===== config.mk =====
export PLATFORM = sky130hd
export DESIGN_NAME = operand_decode_addr_gen
export DESIGN_NICKNAME = d
export VERILOG_FILES = /design/src/opdec_pkg.sv /design/src/operand_decode_addr_gen.sv
export SDC_FILE = /design/constraint.sdc
export NUM_CORES = 1
export LEC_CHECK = 0
export BUFFER_PORTS_ARGS = -buffer_cell sky130_fd_sc_hd__buf_2
export CAP_MARGIN = 20
export CORE_UTILIZATION = 65
export DETAILED_ROUTE_END_ITERATION = 12
export MAX_ROUTING_LAYER = met4
export PLACE_DENSITY_LB_ADDON = 0.25
export SLEW_MARGIN = 0
export SYNTH_ARGS = -nofsm -noshare
export SYNTH_HDL_FRONTEND = slang
export SYNTH_SLANG_ARGS = --single-unit

===== constraint.sdc =====
create_clock -name core_clk -period 6.9 [get_ports core_clk]
set_input_delay 0.69 -clock core_clk [delete_from_list [all_inputs] [get_ports core_clk]]
set_output_delay 0.69 -clock core_clk [all_outputs]
set_load 0.05 [all_outputs]

===== src/opdec_pkg.sv =====
// Purpose: Shared constants and helpers for the operand decoder and address generator
// Assumes: One core clock; one instruction cycle is eight clocks, two per quarter
// Notes: Register file index doubles as the 5-bit code's low bits for internal registers
// ============================================================

package opdec_pkg;

	// ============================================================
	// Instruction classes
	localparam logic [2:0] OP_MOVE = 3'h0;
	localparam logic [2:0] OP_ADD = 3'h1;
	localparam logic [2:0] OP_AND = 3'h2;
	localparam logic [2:0] OP_XOR = 3'h3;
	localparam logic [2:0] OP_EXEC_INDEXED = 3'h4;
	localparam logic [2:0] OP_BRANCH_NONZERO = 3'h5;
	localparam logic [2:0] OP_TRANSMIT_LITERAL = 3'h6;
	localparam logic [2:0] OP_JUMP_ABSOLUTE = 3'h7;

	// ============================================================
	// Special register indices
	localparam logic [3:0] REG_AUX = 4'h0;
	localparam logic [3:0] REG_LEFT_BANK_ADDR = 4'h7;
	localparam logic [3:0] REG_OVERFLOW = 4'h8;
	localparam logic [3:0] REG_LIT_OUT_A = 4'ha;
	localparam logic [3:0] REG_LIT_OUT_B = 4'hb;
	localparam logic [3:0] REG_RIGHT_BANK_ADDR = 4'hf;

	// ============================================================
	// Clock counts within one instruction cycle
	localparam logic [2:0] PH_FETCH = 3'h0;
	localparam logic [2:0] PH_IN_FIRST = 3'h2;
	localparam logic [2:0] PH_EXEC = 3'h4;
	localparam logic [2:0] PH_OUT_FIRST = 3'h5;
	localparam logic [2:0] PH_LATCH_FIRST = 3'h6;

	// ============================================================
	// Register bus map and reset values
	localparam logic [7:0] ADDR_REG_LAST = 8'h3c;
	localparam logic [7:0] ADDR_PC_STATUS = 8'h40;
	localparam logic [7:0] ADDR_INSTR_STATUS = 8'h44;
	localparam logic [12:0] PC_RESET = 13'h0000;
	localparam logic [7:0] REG_RESET = 8'h00;
	localparam logic [15:0] INSTR_RESET = 16'h0000;

	function automatic logic [7:0] rotRight(input logic [7:0] v, input logic [2:0] n);
		logic [15:0] w;
		w = {v, v} >> n;
		return w[7:0];
	endfunction

	function automatic logic [7:0] lenMask(input logic [2:0] l);
		logic [8:0] m;
		m = (9'h001 << l) - 9'h001;
		return (l == 3'h0) ? 8'hff : m[7:0];
	endfunction

endpackage


===== src/operand_decode_addr_gen.sv =====
// Purpose: Operand decode, I/O field align/mask/merge, next instruction address
// Assumes: Instruction and bus pins are asynchronous and pass two flip-flops
// Notes: Internal registers are readable and writable over APB for debug
//
// Design decisions made here: the register offsets and register access over APB.
`timescale 1ns/1ps
`default_nettype none

module operand_decode_addr_gen import opdec_pkg::*; (
	input wire logic core_clk,
	input wire logic resetn,
	input wire logic [15:0] instrIn,
	output var logic [12:0] progAddr,
	input wire logic [7:0] ioDataBusIn,
	output var logic [7:0] ioDataBusOut,
	output var logic ioDataBusOe,
	output var logic leftBankSelectN,
	output var logic rightBankSelectN,
	output var logic addressStrobeCmd,
	output var logic writeStrobeCmd,
	output var logic masterLatchClock,
	input wire logic psel,
	input wire logic penable,
	input wire logic pwrite,
	input wire logic [7:0] paddr,
	input wire logic [31:0] pwdata,
	output var logic [31:0] prdata,
	output var logic pready,
	output var logic pslverr
);

	// ============================================================
	// State
	logic [2:0] cnt_q;
	logic [15:0] instrS1_q, instrS2_q, instr_q;
	logic [7:0] ioS1_q, ioS2_q;
	logic [12:0] pc_q;
	logic [7:0] rf_q [16];

	// ============================================================
	// Field decode
	logic [2:0] op, lenField, srcPos, dstPos;
	logic [4:0] srcCode, dstCode;
	logic isAluOp, hasSrc, hasDst, srcIsReg, dstIsReg, srcRight, dstRight;
	assign op = instr_q[15:13];
	assign isAluOp = (op <= OP_XOR);
	assign hasSrc = (op != OP_TRANSMIT_LITERAL) && (op != OP_JUMP_ABSOLUTE);
	assign hasDst = isAluOp || (op == OP_TRANSMIT_LITERAL);
	assign srcCode = instr_q[12:8];
	assign dstCode = (op == OP_TRANSMIT_LITERAL) ? instr_q[12:8] : instr_q[4:0];
	assign srcIsReg = !srcCode[4];
	assign dstIsReg = !dstCode[4];
	assign srcRight = srcCode[3];
	assign dstRight = dstCode[3];
	assign srcPos = srcCode[2:0];
	assign dstPos = dstCode[2:0];
	assign lenField = instr_q[7:5];

	// Literal width follows the source kind; transmit looks at its destination kind
	logic litWide;
	logic [7:0] literal;
	assign litWide = (op == OP_TRANSMIT_LITERAL) ? dstIsReg : srcIsReg;
	assign literal = litWide ? instr_q[7:0] : {3'h0, instr_q[4:0]};

	// ============================================================
	// Source data
	logic [7:0] mask, srcReg, srcData;
	logic regToReg;
	assign mask = lenMask(lenField);
	assign regToReg = isAluOp && srcIsReg && dstIsReg;
	assign srcReg = rf_q[srcCode[3:0]];
	// Bank bit is not used by the shifter, so both banks behave alike
	// At the exec edge the synchroniser holds the byte caught while the source select was low
	assign srcData = !srcIsReg ? (rotRight(ioS2_q, srcPos) & mask) :
		regToReg ? rotRight(srcReg, lenField) : srcReg;

	// ============================================================
	// ALU
	logic [8:0] sum;
	logic [7:0] aluOut;
	assign sum = {1'b0, srcData} + {1'b0, rf_q[REG_AUX]};
	always_comb begin
		case (op)
			OP_ADD: aluOut = sum[7:0];
			OP_AND: aluOut = srcData & rf_q[REG_AUX];
			OP_XOR: aluOut = srcData ^ rf_q[REG_AUX];
			OP_TRANSMIT_LITERAL: aluOut = literal;
			default: aluOut = srcData;
		endcase
	end

	// ============================================================
	// Destination data
	logic [7:0] fieldMask, mergeBase, mergedOut;
	logic litToBus, dstBankAddr, dstBus, dstWrite;
	assign fieldMask = mask << dstPos;
	// Bus-to-bus reuses the byte just read; a register source merges into what the idle bus showed
	assign mergeBase = ioS2_q;
	assign mergedOut = (mergeBase & ~fieldMask) | ((aluOut << dstPos) & fieldMask);
	assign litToBus = (op == OP_TRANSMIT_LITERAL) && dstIsReg &&
		((dstCode[3:0] == REG_LIT_OUT_A) || (dstCode[3:0] == REG_LIT_OUT_B));
	assign dstBankAddr = hasDst && dstIsReg &&
		((dstCode[3:0] == REG_LEFT_BANK_ADDR) || (dstCode[3:0] == REG_RIGHT_BANK_ADDR));
	assign dstBus = hasDst && !dstIsReg;
	assign dstWrite = hasDst && dstIsReg && !litToBus;

	// ============================================================
	// Next address
	logic nzTaken, execEdge;
	logic [12:0] pcInc, pcNext, arNext, xecAddr, nztAddr;
	assign execEdge = (cnt_q == PH_EXEC);
	assign nzTaken = (op == OP_BRANCH_NONZERO) && (srcData != 8'h00);
	assign pcInc = pc_q + 13'h0001;
	assign xecAddr = srcIsReg ? {pc_q[12:8], aluOut} : {pc_q[12:5], aluOut[4:0]};
	assign nztAddr = srcIsReg ? {pc_q[12:8], literal} : {pc_q[12:5], literal[4:0]};
	always_comb begin
		case (1'b1)
			(op == OP_JUMP_ABSOLUTE): begin
				pcNext = instr_q[12:0];
				arNext = instr_q[12:0];
			end
			(op == OP_EXEC_INDEXED): begin
				pcNext = pc_q;
				arNext = xecAddr;
			end
			nzTaken: begin
				pcNext = nztAddr;
				arNext = nztAddr;
			end
			default: begin
				pcNext = pcInc;
				arNext = pcInc;
			end
		endcase
	end

	// ============================================================
	// Phase outputs, registered one clock ahead
	logic [2:0] cntD;
	logic inWin, outWin, latchWin, selLeftD, selRightD, addrStbD, wrStbD;
	assign cntD = cnt_q + 3'h1;
	assign inWin = (cntD >= PH_IN_FIRST) && (cntD <= PH_EXEC);
	assign outWin = (cntD >= PH_OUT_FIRST);
	assign latchWin = (cntD >= PH_LATCH_FIRST);
	assign selLeftD = (inWin && hasSrc && !srcIsReg && !srcRight) ||
		(outWin && ((dstBus && !dstRight) || (dstBankAddr && dstCode[3:0] == REG_LEFT_BANK_ADDR)));
	assign selRightD = (inWin && hasSrc && !srcIsReg && srcRight) ||
		(outWin && ((dstBus && dstRight) || (dstBankAddr && dstCode[3:0] == REG_RIGHT_BANK_ADDR)));
	assign addrStbD = outWin && dstBankAddr;
	assign wrStbD = outWin && (dstBus || litToBus);

	// ============================================================
	// Sequencer and synchronisers
	always_ff @(posedge core_clk or negedge resetn) begin
		if (!resetn) begin
			cnt_q <= PH_FETCH;
			instrS1_q <= INSTR_RESET;
			instrS2_q <= INSTR_RESET;
			ioS1_q <= REG_RESET;
			ioS2_q <= REG_RESET;
		end else begin
			cnt_q <= cntD;
			instrS1_q <= instrIn;
			instrS2_q <= instrS1_q;
			ioS1_q <= ioDataBusIn;
			ioS2_q <= ioS1_q;
		end
	end

	always_ff @(posedge core_clk or negedge resetn) begin
		if (!resetn) begin
			instr_q <= INSTR_RESET;
		end else begin
			if (cnt_q == PH_FETCH) begin
				instr_q <= instrS2_q;
			end
		end
	end

	always_ff @(posedge core_clk or negedge resetn) begin
		if (!resetn) begin
			pc_q <= PC_RESET;
			progAddr <= PC_RESET;
		end else if (execEdge) begin
			pc_q <= pcNext;
			progAddr <= arNext;
		end
	end

	always_ff @(posedge core_clk or negedge resetn) begin
		if (!resetn) begin
			leftBankSelectN <= 1'b1;
			rightBankSelectN <= 1'b1;
			addressStrobeCmd <= 1'b0;
			writeStrobeCmd <= 1'b0;
			masterLatchClock <= 1'b0;
			ioDataBusOe <= 1'b0;
			ioDataBusOut <= REG_RESET;
		end else begin
			leftBankSelectN <= !selLeftD;
			rightBankSelectN <= !selRightD;
			addressStrobeCmd <= addrStbD;
			writeStrobeCmd <= wrStbD;
			masterLatchClock <= latchWin;
			ioDataBusOe <= addrStbD || wrStbD;
			if (execEdge) begin
				ioDataBusOut <= dstBus ? mergedOut : aluOut;
			end
		end
	end

	// ============================================================
	// APB slave, one wait state
	logic apbAccess, regHit, apbWrReg;
	logic [3:0] apbIdx;
	assign apbAccess = psel && penable && pready;
	assign regHit = (paddr <= ADDR_REG_LAST) && (paddr[1:0] == 2'h0);
	assign apbIdx = paddr[5:2];
	assign apbWrReg = apbAccess && pwrite && regHit;

	always_ff @(posedge core_clk or negedge resetn) begin
		if (!resetn) begin
			pready <= 1'b0;
			pslverr <= 1'b0;
			prdata <= 32'h0000_0000;
		end else begin
			pready <= psel && penable && !pready;
			pslverr <= psel && penable && !pready &&
				!(regHit || (!pwrite && (paddr == ADDR_PC_STATUS || paddr == ADDR_INSTR_STATUS)));
			if (psel && penable && !pready && !pwrite) begin
				prdata <= regHit ? {24'h00_0000, rf_q[apbIdx]} :
					(paddr == ADDR_PC_STATUS) ? {19'h0_0000, pc_q} :
					(paddr == ADDR_INSTR_STATUS) ? {16'h0000, instr_q} : 32'h0000_0000;
			end
		end
	end

	// ============================================================
	// Register file; instruction writes win over the bus
	genvar gi;
	generate
		for (gi = 0; gi < 16; gi++) begin : g_rf
			logic instrWr, ovfWr;
			assign instrWr = execEdge && dstWrite && (dstCode[3:0] == 4'(gi));
			assign ovfWr = execEdge && (op == OP_ADD) && (4'(gi) == REG_OVERFLOW);
			always_ff @(posedge core_clk or negedge resetn) begin
				if (!resetn) begin
					rf_q[gi] <= REG_RESET;
				end else if (instrWr) begin
					rf_q[gi] <= aluOut;
				end else if (ovfWr) begin
					rf_q[gi] <= {7'h00, sum[8]};
				end else if (apbWrReg && apbIdx == 4'(gi)) begin
					rf_q[gi] <= pwdata[7:0];
				end
			end
		end
	endgenerate
endmodule

`default_nettype wire


# == Word-level counts from Yosys, hierarchy flattened ==
# Cells that the tools add are included.
# totals
regBits,269
wordCells,270
out_inout_bits,61
input_bits,69
# op_classes
shifts,5
bitwise,9
muxes,57
reduce_logical,110
n_eq_ne,43
n_addsub,4
n_lt_le_gt_ge,8
# ops
cell,n
$mux 8,44
$logic_and 1x1->1,66
$mux 13,5
$bmux 8 s4,2
$eq 4x4->1 const B,16
$mux 16,3
$and 8x8->8,4
$eq 4x3->1 const B,8
$pmux 8 s4,1
$shr 16x3->8,2
$reduce_bool 2->1,15
$eq 4x2->1 const B,4
$eq 8x7->1 const B,2
$shl 8x3->8,2
$eq 3x3->1 const B,5
$add 13x1->13 const B,1
$logic_or 1x1->1,11
$ge 5x5->1 const B,2
$logic_not 1->1,10
$not 4->5,2
$add 8x8->9,1
$eq 4x1->1 const B,2
$le 8x6->1 const B,1
$logic_not 4->1,2
other kinds (21),25

# == Logic depth before layout (Yosys ltp) ==
# depth
depth_word,13
mapped_depth,24
mapped_depth_nobuf,20

# == Least setup slack after synthesis ==
# No wires, ideal clock.
# synth_timing
path_kind,register to register
startpoint,register instr_q[8]
endpoint,register ioDataBusOut[7]
slack_ns,2.350
t_arrival_ns,4.462
setup_ns,0.088
period_less_slack_ns,4.550
stages_incl_launch_ff,20
n_path_buf,1
cell_sequence,dfrtp_1 > buf_6 > mux4_2 > mux2_2 > mux4_2 > o221ai_2 > a21oi_2 > or2_4 > ha_1 > a21o_1 > a21oi_1 > o21bai_1 > a31o_2 > nand2_1 > mux2i_1 > a21oi_1 > nor2_1 > a31oi_1 > a31o_2 > a41oi_1
# synth_via
elab_chain_cells,13
word_cells_on_any_way,21
classes_between,add/sub: 1; shift: 4; mux: 8; bitwise: 8
# synth_lines
item,line_no,text
from (decl),operand_decode_addr_gen.sv:35,"logic [15:0] instrS1_q, instrS2_q, instr_q;"
from (signal assigned),operand_decode_addr_gen.sv:175,instr_q <= instrS2_q;
$not 4->5 (implied by the code),operand_decode_addr_gen.sv:71,assign srcReg = rf_q[srcCode[3:0]];
$bmux 8 s4,operand_decode_addr_gen.sv:71,
$mux 8 (implied by the code) (2 in series),operand_decode_addr_gen.sv:71,
$shr 16x3->8,opdec_pkg.sv:47,"w = {v, v} >> n;"
$mux 8,operand_decode_addr_gen.sv:75,"regToReg ? rotRight(srcReg, lenField) : srcReg;"
$mux 8,operand_decode_addr_gen.sv:74,"assign srcData = !srcIsReg ? (rotRight(ioS2_q, srcPos) & mask) :"
"$add 8x8->9, or another cell as far along",operand_decode_addr_gen.sv:81,"assign sum = {1'b0, srcData} + {1'b0, rf_q[REG_AUX]};"
$pmux 8 s4,operand_decode_addr_gen.sv:83,case (op)
$shl 8x3->8,operand_decode_addr_gen.sv:99,assign mergedOut = (mergeBase & ~fieldMask) | ((aluOut << dstPos) & fieldMask);
$and 8x8->8,operand_decode_addr_gen.sv:99,
$or 8x8->8,operand_decode_addr_gen.sv:99,
$mux 8 (*),operand_decode_addr_gen.sv:207,ioDataBusOut <= dstBus ? mergedOut : aluOut;
to (signal assigned),operand_decode_addr_gen.sv:207,
to (decl),operand_decode_addr_gen.sv:15,"output var logic [7:0] ioDataBusOut,"
# Every way passes the cells marked *; elsewhere a longest branch is shown, timed or not. The select of a mux whose other input is x is not followed.
# A chain may end at the register's enable or synchronous reset.

# == Worst setup path after layout ==
# layout_timing
startpoint,register instr_q[8]
endpoint,register ioDataBusOut[6]
# Same word-level chain as after synthesis.

==> results.toml <==
[outcome]
status = "finished, final reports clean"

[logic_synthesis]
synthMuxAreaShare_pct = 21.8
yosysMostFrequentCell = "dfrtp_1"
yosysUniqueCellTypes = 79
syn_area_per_cell_um2 = 9.43
yosys.area.top_type_share_pct = 39.1
synth_top_cell_by_area = "dfrtp_1"
synth-seq-cells = 253
synth-edff-count = 0
synth_common_cells = "251 x dfrtp_1, 200 x nand2_1, 153 x mux2i_1"
synth-adder-area-share_pct = 1.22
synth_top_family_by_area = "multiplexers"
synth.area.top_cells = "dfrtp_1 39%, mux2i_1 9.5%, mux4_2 6.5%"
synth_compound_area_share_pct = 17.1
ys.flop_type = "dfrtp_1"
yosysSeqAreaShare_pct = 39.5
syn-cell-area_mm2 = 0.0160
synth_cells = 1702
synthXorXnorAreaFrac_pct = 0.819
yosys.area_share.simple_pct = 14.8
async_flop_share_pct = 100
yosys_warnings = 0

[clock_network]
holdBufCountCts = 0
postCtsResizedCells = 0
clock_latency_ns = 0.57
clk_path_buf_depth = 3
numCtsBuffers = 26
cts-root-buf = "clkbuf_16"
cts.sinks = 253
cts_setup_buffers = 0
cts_htree_levels = 1
clk_pin_slew_ns = 0.07
cts_tree = "yes"

[place]
hpwl_mm = 38.3
place_area_mm2 = 0.0167
place_congestion = 1.01
placedCellCount = 2027
io_buffers = 89
pre_cts_ws_ns = 1.18

[route]
vias = 14600
drt_iter0_drc = 2083
drt_wl_total_mm = 55.6
firstDrtPassIters = 9
wire_per_inst_um = 26.8
viasPerCell = 7.02
drc_errors = 0
detail-route-antenna-nets = 0

[setup_path]
path_delay_family = "compound AO/OA/AOI/OAI gates"
critPathRequiredTime_ns = 7.33
setup.worst_path.end_class = "flip-flop"
reg2reg_from = "instr_q[8]"
crit_arrival_ns = 6.32
startpoint = "instr_q[8]"
path_cells = "buf_4, mux4_1, mux2_2, nand3_1, o31ai_1, or4_1, o211ai_1, nand2_1, ha_1, fa_1, a21o_1, a21oi_1, o21bai_1, a21oi_1, xnor2_1, nand2_1, a2bb2oi_2, buf_4, a21oi_1, nand2_1, a31oi_1, o41ai_1"
max_stage_delay_ns = 0.77
critPathKind = "reg2reg"
cp_max_fo = 16
worstSetupStartpointType = "flip-flop"
critPathBufInv = 2
cp_slowest_cell = "mux4_1"

[sta]
setup_slack_ns = 1.01
setup_viol = 0
finalCriticalPeriod_ns = 5.89
hold_violations = 0
rsz0062_at_grt = "false"
worstMarginPinSlew_ns = 1.08
relSlewSlack_pct = 28.2
max_freq_mhz = 170
drv_slew = 0
setup_tns_ns = 0
fin_crit_sh_pct = 85.3
fin_skew_ns = 0.0260

[floorplan]
rows = 57
pin_count = 130
die_y_um = 159
initial_utilization_pct = 66.2
die_x_um = 159
core_area_mm2 = 0.0242
die_area_mm2 = 0.0253

[job]
drv_cap = 0

[global_routing]
grt_pass1_vias = 13700
antenna_found_initial = 1
grt_usage_pct = 45.4
grt_first_pass_wirelength_mm = 84.2
gr-total-overflow = 0
grt_max_degree = 129

[cells_and_area]
layout-drive-gt1-share_pct = 18.0
finalNonFillerCells = 2074
areaGrowthSynthToFinish_pct = 9.48
fillers = 1778
fin_util_pct = 72.4
nets = 1815
final_area_mm2 = 0.0176

[min_path]
hp-class = "in2async"

[pwr]
p_leak_uw = 0.00746
powerDensity_mw_per_mm2 = 239
ir_drop_mv = 0.237
==> metal layers <==
metal | wire (µm) | track usage [%]
met5 | 0 | -
met4 | 3630 | 26.0
met3 | 5510 | 6.72
met2 | 25500 | 68.1
met1 | 21000 | 59.3
==> worst paths after layout <==
| kind | endpoint | slack [ns] | cells past startpoint |
|---|---|---|---|
| min reg2reg | instrS2_q[7] | 0.34 | 0 |
| max in group asynchronous | rf_q[1] | 5.45 | 2 |
| max reg2reg | ioDataBusOut[6] | 1.01 | 22 |
| min in group core_clk | ioS1_q[6] | 0.23 | 1 |
| min | instrS2_q[11] | 0.19 | 1 |
| max | ioDataBusOut[6] | 1.01 | 22 |
==> metrics by stage <==
step	power [µW]	hold slack (ns)
after global routing	4310	0.236
after global placement	2690	0.334
after floorplan	2390	0.331
final	4200	0.194
after detailed placement	2710	0.336
after CTS	4170	0.232
==> power by group <==
part / internal, µW / leakage, µW / switching [µW] / total (µW)
sequential: 1600 / 0.00268 / 137 / 1740
combinational: 337 / 0.00434 / 651 / 989
clock: 869 / 0.000432 / 605 / 1470
total: 2810 / 0.00746 / 1390 / 4200
==> registers in the layout, indices dropped and copies added, names as in the netlist <==
register	flops
addressStrobeCmd	1
cnt_q	3
instrS1_q	16
instrS2_q	16
instr_q	16
ioDataBusOe	1
ioDataBusOut	8
ioS1_q	8
ioS2_q	8
leftBankSelectN	1
masterLatchClock	1
pc_q	13
prdata	16
pready	1
progAddr	13
pslverr	1
rf_q	128
rightBankSelectN	1
writeStrobeCmd	1
==> area by class of cell <==
cell class | count | area [µm²] | area share, %
timing repair buffer | 131 | 783 | 4.46
multi-input combinational | 1283 | 9020 | 51.3
antenna | 1 | 2.50 | 0.0142
clock inverter | 8 | 129 | 0.734
clock buffer | 38 | 756 | 4.30
inverter | 36 | 135 | 0.769
tap | 324 | 405 | 2.31
sequential | 253 | 6340 | 36.1
==> layout by cell type, fill, tap and decap left out, drive strengths merged, types with 8 or more instances in the layout <==
| master | count |
|---|---|
| nor2 | 151 |
| o22ai | 15 |
| dfrtp | 251 |
| a31oi | 9 |
| a21oi | 122 |
| ha | 14 |
| nor3 | 22 |
| o31ai | 10 |
| nor4 | 10 |
| a22oi | 41 |
| buf | 131 |
| o21a | 9 |
| mux4 | 49 |
| nand3 | 55 |
| clkbuf | 38 |
| xnor2 | 13 |
| inv | 34 |
| o221ai | 12 |
| nor2b | 13 |
| and3 | 8 |
| nand2 | 200 |
| a221oi | 11 |
| nand4 | 17 |
| mux2 | 75 |
| conb | 16 |
| mux2i | 153 |
| o211ai | 20 |
| o21ai | 119 |
| a211oi | 14 |
| and2 | 10 |
==> kinds of logic (layout without fill, tap and decap cells) <==
kind of cell    count (synthesis)  count (layout)
flops                         253             253
buf+inv                       181             213
simple gates                  525             525
compound gates                435             435
mux                           277             277
fa+ha+maj                      15              15
xor+xnor                       15              15
other cells                     1              17
No activity file was read; power rests on OpenSTA's default activity.
